File: src/rtl/codec_cfg_pkg.sv
// Constants for the codec power and clock configuration registers
`default_nettype none
package codec_cfg_pkg;

    // ------------------------------------------------------------
    // Register offsets, widths
    // ------------------------------------------------------------
    localparam int ADDR_W    = 8;
    localparam int DATA_W    = 16;
    localparam logic [7:0] OFF_IDENTITY = 8'h00;
    localparam logic [7:0] OFF_POWER    = 8'h02;
    localparam logic [7:0] OFF_CLOCK    = 8'h04;
    localparam logic [7:0] OFF_FORMAT   = 8'h06;

    // ------------------------------------------------------------
    // Field positions
    // ------------------------------------------------------------
    localparam int POS_ADC_EN   = 6;
    localparam int POS_DAC_EN   = 5;
    localparam int POS_PROC_EN  = 4;
    localparam int POS_OUT_EN   = 1;
    localparam int POS_IN_EN    = 0;
    localparam int POWER_MSB    = 6;
    localparam int POS_DIVIDER  = 4;
    localparam int POS_SYSRATE  = 2;
    localparam int POS_RATIO    = 0;
    localparam int CLOCK_MSB    = 5;
    localparam int FORMAT_MSB   = 8;

    // ------------------------------------------------------------
    // Reset values
    // ------------------------------------------------------------
    localparam logic [6:0] RST_POWER  = 7'h00;
    localparam logic [5:0] RST_CLOCK  = 6'h08;
    localparam logic [8:0] RST_FORMAT = 9'h010;
    localparam logic [1:0] SYSRATE_RST = 2'h2;

    // ------------------------------------------------------------
    // Clock codes and rate figures in Hz
    // ------------------------------------------------------------
    localparam logic [1:0] RATIO_PLL  = 2'h3;
    localparam logic [16:0] HZ_32K  = 17'h0_7D00;
    localparam logic [16:0] HZ_44K1 = 17'h0_AC44;
    localparam logic [16:0] HZ_48K  = 17'h0_BB80;
    localparam logic [16:0] HZ_96K  = 17'h1_7700;
    localparam logic [2:0]  DIV_1 = 3'h1;
    localparam logic [2:0]  DIV_2 = 3'h2;
    localparam logic [2:0]  DIV_4 = 3'h4;
    localparam logic [2:0]  DIV_6 = 3'h6;
    localparam logic [9:0]  MUL_256 = 10'h100;
    localparam logic [9:0]  MUL_384 = 10'h180;
    localparam logic [9:0]  MUL_512 = 10'h200;

endpackage

`default_nettype wire

File: src/rtl/codec_power_clock_config.sv
// Power enable and clock setup register bank of the stereo codec
//
// Decided for this implementation: the strobed register port.
`timescale 1ns/100ps
`default_nettype none

module codec_power_clock_config #(
    parameter logic [7:0] PART_ID  = 8'h5C,  // Arbitrary value
    parameter logic [7:0] REVISION = 8'h00   // Arbitrary value
) (
    input  wire logic         clk,
    input  wire logic         rst,
    input  wire logic [7:0]   regAddr,
    input  wire logic [15:0]  writeData,
    input  wire logic         writeStrobe,
    input  wire logic         readStrobe,
    output logic      [15:0]  readData,
    output logic              adcPowerEnable,
    output logic              dacPowerEnable,
    output logic              audioProcessorPowerEnable,
    output logic              serialAudioOutEnable,
    output logic              serialAudioInEnable,
    output logic      [1:0]   systemSampleRate,
    output logic      [1:0]   rateDivider,
    output logic      [1:0]   masterClockRatio,
    output logic              pllClockSelect,
    output logic      [8:0]   serialFormat,
    output logic      [16:0]  workingRateHz,
    output logic      [26:0]  masterClockHz
);

    // ------------------------------------------------------------
    // Storage
    // ------------------------------------------------------------
    logic [6:0]   power_q;
    logic [5:0]   clock_q;
    logic [8:0]   format_q;
    logic [15:0]  readData_q;
    logic [15:0]  readData_d;
    logic [16:0]  workingRate_q;
    logic [16:0]  workingRate_d;
    logic [26:0]  mclkHz_q;
    logic [26:0]  mclkHz_d;

    // ------------------------------------------------------------
    // Address decode
    // ------------------------------------------------------------
    wire          hitIdentity;
    wire          hitPower;
    wire          hitClock;
    wire          hitFormat;
    wire          writePower;
    wire          writeClock;
    wire          writeFormat;

    // One select per register
    assign hitIdentity = (regAddr == codec_cfg_pkg::OFF_IDENTITY);
    assign hitPower    = (regAddr == codec_cfg_pkg::OFF_POWER);
    assign hitClock    = (regAddr == codec_cfg_pkg::OFF_CLOCK);
    assign hitFormat   = (regAddr == codec_cfg_pkg::OFF_FORMAT);
    assign writePower  = writeStrobe && hitPower;
    assign writeClock  = writeStrobe && hitClock;
    assign writeFormat = writeStrobe && hitFormat;

    // ------------------------------------------------------------
    // Register writes
    // ------------------------------------------------------------
    // Power bits, reserved 3:2 kept as written
    always_ff @(posedge clk) begin
        if (rst) begin
            power_q <= codec_cfg_pkg::RST_POWER;
        end else if (writePower) begin
            power_q <= writeData[codec_cfg_pkg::POWER_MSB:0];
        end
    end

    // Clock setup bits, 15:6 not stored
    always_ff @(posedge clk) begin
        if (rst) begin
            clock_q <= codec_cfg_pkg::RST_CLOCK;
        end else if (writeClock) begin
            clock_q <= writeData[codec_cfg_pkg::CLOCK_MSB:0];
        end
    end

    // Serial format bits, 15:9 not stored
    always_ff @(posedge clk) begin
        if (rst) begin
            format_q <= codec_cfg_pkg::RST_FORMAT;
        end else if (writeFormat) begin
            format_q <= writeData[codec_cfg_pkg::FORMAT_MSB:0];
        end
    end

    // ------------------------------------------------------------
    // Read path
    // ------------------------------------------------------------
    wire [15:0]   idWord;
    wire [15:0]   powerWord;
    wire [15:0]   clockWord;
    wire [15:0]   formatWord;

    // Read-only reserved bits padded with zero
    assign idWord     = {PART_ID, REVISION};
    assign powerWord  = {9'h000, power_q};
    assign clockWord  = {10'h000, clock_q};
    assign formatWord = {7'h00, format_q};

    // Read mux, unmapped offsets answer zero
    assign readData_d = !readStrobe ? 16'h0000 :
                        hitIdentity ? idWord :
                        hitPower    ? powerWord :
                        hitClock    ? clockWord :
                        hitFormat   ? formatWord : 16'h0000;

    // Answer stands only in the cycle after the strobe
    always_ff @(posedge clk) begin
        if (rst) begin
            readData_q <= 16'h0000;
        end else begin
            readData_q <= readData_d;
        end
    end

    assign readData = readData_q;

    // ------------------------------------------------------------
    // Power enables
    // ------------------------------------------------------------
    assign adcPowerEnable            = power_q[codec_cfg_pkg::POS_ADC_EN];
    assign dacPowerEnable            = power_q[codec_cfg_pkg::POS_DAC_EN];
    assign audioProcessorPowerEnable = power_q[codec_cfg_pkg::POS_PROC_EN];
    assign serialAudioOutEnable      = power_q[codec_cfg_pkg::POS_OUT_EN];
    assign serialAudioInEnable       = power_q[codec_cfg_pkg::POS_IN_EN];

    // ------------------------------------------------------------
    // Clock fields
    // ------------------------------------------------------------
    assign rateDivider      = clock_q[codec_cfg_pkg::POS_DIVIDER +: 2];
    assign systemSampleRate = clock_q[codec_cfg_pkg::POS_SYSRATE +: 2];
    assign masterClockRatio = clock_q[codec_cfg_pkg::POS_RATIO +: 2];
    assign pllClockSelect   = (masterClockRatio == codec_cfg_pkg::RATIO_PLL);
    assign serialFormat     = format_q;

    // ------------------------------------------------------------
    // Rate arithmetic
    // ------------------------------------------------------------
    wire [16:0]   sysRateHz;
    wire [2:0]    divisor;
    wire [9:0]    multiplier;

    // System rate in Hz from its code
    assign sysRateHz = (systemSampleRate == 2'h0) ? codec_cfg_pkg::HZ_32K :
                       (systemSampleRate == 2'h1) ? codec_cfg_pkg::HZ_44K1 :
                       (systemSampleRate == 2'h2) ? codec_cfg_pkg::HZ_48K :
                                                    codec_cfg_pkg::HZ_96K;

    // Divider code to divisor
    assign divisor = (rateDivider == 2'h0) ? codec_cfg_pkg::DIV_1 :
                     (rateDivider == 2'h1) ? codec_cfg_pkg::DIV_2 :
                     (rateDivider == 2'h2) ? codec_cfg_pkg::DIV_4 :
                                             codec_cfg_pkg::DIV_6;

    // Ratio code to multiplier, PLL gives no fixed ratio
    assign multiplier = (masterClockRatio == 2'h0) ? codec_cfg_pkg::MUL_256 :
                        (masterClockRatio == 2'h1) ? codec_cfg_pkg::MUL_384 :
                        (masterClockRatio == 2'h2) ? codec_cfg_pkg::MUL_512 :
                                                     10'h000;

    // Working rate is the divided system rate
    assign workingRate_d = sysRateHz / {14'h0000, divisor};

    // Expected master clock uses the undivided rate
    assign mclkHz_d = {10'h000, sysRateHz} * {17'h0_0000, multiplier};

    // Registered rate figures
    always_ff @(posedge clk) begin
        if (rst) begin
            workingRate_q <= 17'h0_0000;
            mclkHz_q      <= 27'h000_0000;
        end else begin
            workingRate_q <= workingRate_d;
            mclkHz_q      <= mclkHz_d;
        end
    end

    assign workingRateHz = workingRate_q;
    assign masterClockHz = mclkHz_q;
endmodule // codec_power_clock_config

`default_nettype wire

File: config.mk
export PLATFORM = sky130hd
export DESIGN_NAME = codec_power_clock_config
export DESIGN_NICKNAME = d
export VERILOG_FILES = /design/src/rtl/codec_cfg_pkg.sv /design/src/rtl/codec_power_clock_config.sv
export SDC_FILE = /design/constraint.sdc
export NUM_CORES = 1
export LEC_CHECK = 0
export ABC_AREA = 1
export CORE_UTILIZATION = 63
export DETAILED_ROUTE_END_ITERATION = 16
export DONT_BUFFER_PORTS = 1
export PLACE_DENSITY = 0.8
export SLEW_MARGIN = 20
export SYNTH_ARGS = -nofsm -noshare
export SYNTH_HDL_FRONTEND = slang
export SYNTH_SLANG_ARGS = --single-unit
File: constraint.sdc
create_clock -name clk -period 29.3 [get_ports clk]
set_clock_uncertainty 0.15 [all_clocks]
set_input_delay 0 -clock clk [delete_from_list [all_inputs] [get_ports clk]]
set_output_delay 0 -clock clk [all_outputs]
set_load 0.02 [all_outputs]
==> results.cfg <==
[drt]
vias_per_cell = 5.59
wirelength_um = 24700
firstDrtPassIters = 11
ant_nets = 0
detail_route.wl_per_cell_um = 14.3
dr_total_vias = 9657
drtIter0Drc = 685
drc_errors = 1

[grt]
grt_overflow = 0
grt_pass1_vias = 9141
grtUsageTotal_pct = 32.0
grt_start_max_net_pins = 32
antenna_found_initial = 1
grt_pass1_wl_um = 41600

[synthesis]
synth_area_leaders = dfxtp_1 (14%), nand2_1 (13%), ha_1 (12%), inv_1 (9.2%), nor2_1 (6.9%)
ys_seq_area_share_pct = 13.6
syn_inst = 1530
postSynthAreaPerCell_um2 = 6.27
netlist.top_cell.by_area = dfxtp_1
synth_enable_flop_cells = 0
synth_top_area_share_pct = 13.6
synth.distinct_cells = 51
ys_warn_count = 0
ys_ff_latch = 65
syn_area_um2 = 9600
synth-async-reset-ratio_pct = 0
ys.flop_type = dfxtp_1

[cts]
cts_buffer_depth = 2
cts_tree = built
clock_sinks = 65
hold_buffers = 22
cts-root-buf = clkbuf_16
clock_latency_ns = 0.35
postCtsSetupRepairBufs = 0
cts-resized-gates = 0
htreeDepth = 3
clk_pin_slew_ns = 0.06
cts_buffers = 9

[hold_path]
hold_start = regAddr[3]
whs_path_depth = 5
hold_end = readData[1]$_SDFF_PP0_
hold_path_class = in -> reg

[cells_and_area]
layout_commonest_cell = nand2_1
drive_above_1_share_pct = 12.4
antennaDiodeCount = 0
layout.nets = 1674
syn2layout_area_growth_pct = 5.87
final_cell_mix = nand2_1 (341), inv_1 (236), nor2_1 (176), nand3_1 (119), ha_1 (93)

[critical_path]
rrSetupSlack_ns = 4.69
end_kind = flop
crit_arrival_ns = 24.70
cp_common_cell = inv_1
timing.rr.start = clock_q[5]$_SDFFE_PP0P_
reg2reg_to = workingRateHz[0]$_SDFF_PP0_
crit_required_ns = 29.39
slowest_stage = dfxtp_1
cp-start-kind = flop
reg2regPathDepth = 143
max_stage_delay_ns = 0.70
cp_max_fo = 19
path_class = reg -> reg

[sta]
fin_crit_ns = 24.61
timing.final.hold_violations = 0
slew_headroom_pct = 33.0
period_share_pct = 84.0
drv_slew = 0
tightest_slew_ns = 1.00
fmax_mhz = 40.6
fin_setup_tns_ns = 0
rsz0062_at_grt = false
finalSetupViolations = 0

[floorplanning]
row_count = 44
die_w_um = 125
io_pins = 109
coreArea_um2 = 14700
die_h_um = 125
die-area_um2 = 15700
initial_utilization_pct = 65.3

[run_status]
status = finished with violations
violations = design-rule violations

[flow_run]
drv_cap = 0

[placed_design]
place_hpwl_um = 18500
numPortBuffers = 0
gp_congestion = 0.915
==> kinds of logic (layout without fill, tap and decap cells) <==
group                      count (synthesis)  in the layout  synth area share [%]
other                                      1             13                0.0391
adders and majority gates                106            106                  14.8
xor gates and xnor gates                  37             37                  3.38
and+or+nand+nor                          859            859                  45.4
DFF                                       65             65                  13.6
AOI/OAI and AO/OA                        164            164                  9.69
buffers and inverters                    298            301                  13.1
==> synthesized netlist by cell type (5+ instances only) <==
cell        n
ha_1       93
xnor2_1     8
nand2_2    48
buf_4      19
nand2_1   341
nor3_1     14
fa_1       13
dfxtp_1    65
nand3b_1   12
inv_2      19
nor2_2     21
inv_1     236
nor2_1    176
o21bai_1    6
a21oi_1    56
or2_2       8
o21ai_0    62
xor2_1     29
nor2_4     16
nand3_4    12
o211ai_1   12
o221ai_1    5
nand4_1    50
buf_6       6
nand3_2    25
nand3_1   119
nand2_4     7
o21ai_1     8
clkbuf_1   12
==> final cells by class <==
cell class / count / area, um2
Inverter: 260 / 983
Sequential cell: 65 / 1300
Tap cell: 184 / 230
Clock buffer: 9 / 225
Fill cell: 1297 / 4540
Clock inverter: 7 / 85.1
Multi-Input combinational cell: 1179 / 7080
Timing Repair Buffer: 25 / 253
==> state kept, by name, summed over array words and instances, names as in the netlist <==
register,count
workingRateHz,17
masterClockHz,16
readData,10
serialFormat,9
power_q,7
clock_q,6
==> worst max-delay path by stage <==
stage | depth (start not counted) | from | endpoint
after floorplan | 147 | clock_q[4]$_SDFFE_PP0P_ | workingRateHz[0]$_SDFF_PP0_
after global placement | 143 | clock_q[5]$_SDFFE_PP0P_ | workingRateHz[0]$_SDFF_PP0_
after detailed placement | 143 | clock_q[5]$_SDFFE_PP0P_ | workingRateHz[0]$_SDFF_PP0_
after CTS | 143 | clock_q[5]$_SDFFE_PP0P_ | workingRateHz[0]$_SDFF_PP0_
after global routing | 143 | clock_q[5]$_SDFFE_PP0P_ | workingRateHz[0]$_SDFF_PP0_
final | 143 | clock_q[5]$_SDFFE_PP0P_ | workingRateHz[0]$_SDFF_PP0_
==> metrics by stage <==
stage	instances	worst slack [ns]	hold slack [ns]	utilization [%]	cell area, um2
2_1_floorplan	1542	8.74	-0.0196	-	9640
3_3_place_gp	1691	5.77	-0.0761	65.4	9620
3_5_place_dp	1691	5.39	-0.0748	65.4	9620
4_1_cts	1729	5.12	0.00214	69.1	10200
5_1_grt	1729	2.22	0.0588	69.1	10200
6_report	1729	4.69	0.00768	69.1	10200
==> routing by layer <==
metal	wire (um)	vias up	track usage (%)	share of wire (%)
met3	1260	57	4.71	5.1
met2	11700	283	55.7	47
li1	-	4925	-	-
met1	11000	4392	39.6	45
met5	0	-	0	0
met4	670	0	12.6	2.7
==> worst max-delay path: cells and delay by family (launching register included) <==
family	cells	cell delay, ns
DFF	1	0.70
adders and majority gates	16	5.44
and+or+nand+nor	76	10.01
AOI/OAI and AO/OA	25	5.63
buffers and inverters	26	2.50
Power is not shown: default switching activity piles up to over one toggle a cycle in this logic, so the estimate is an artifact.
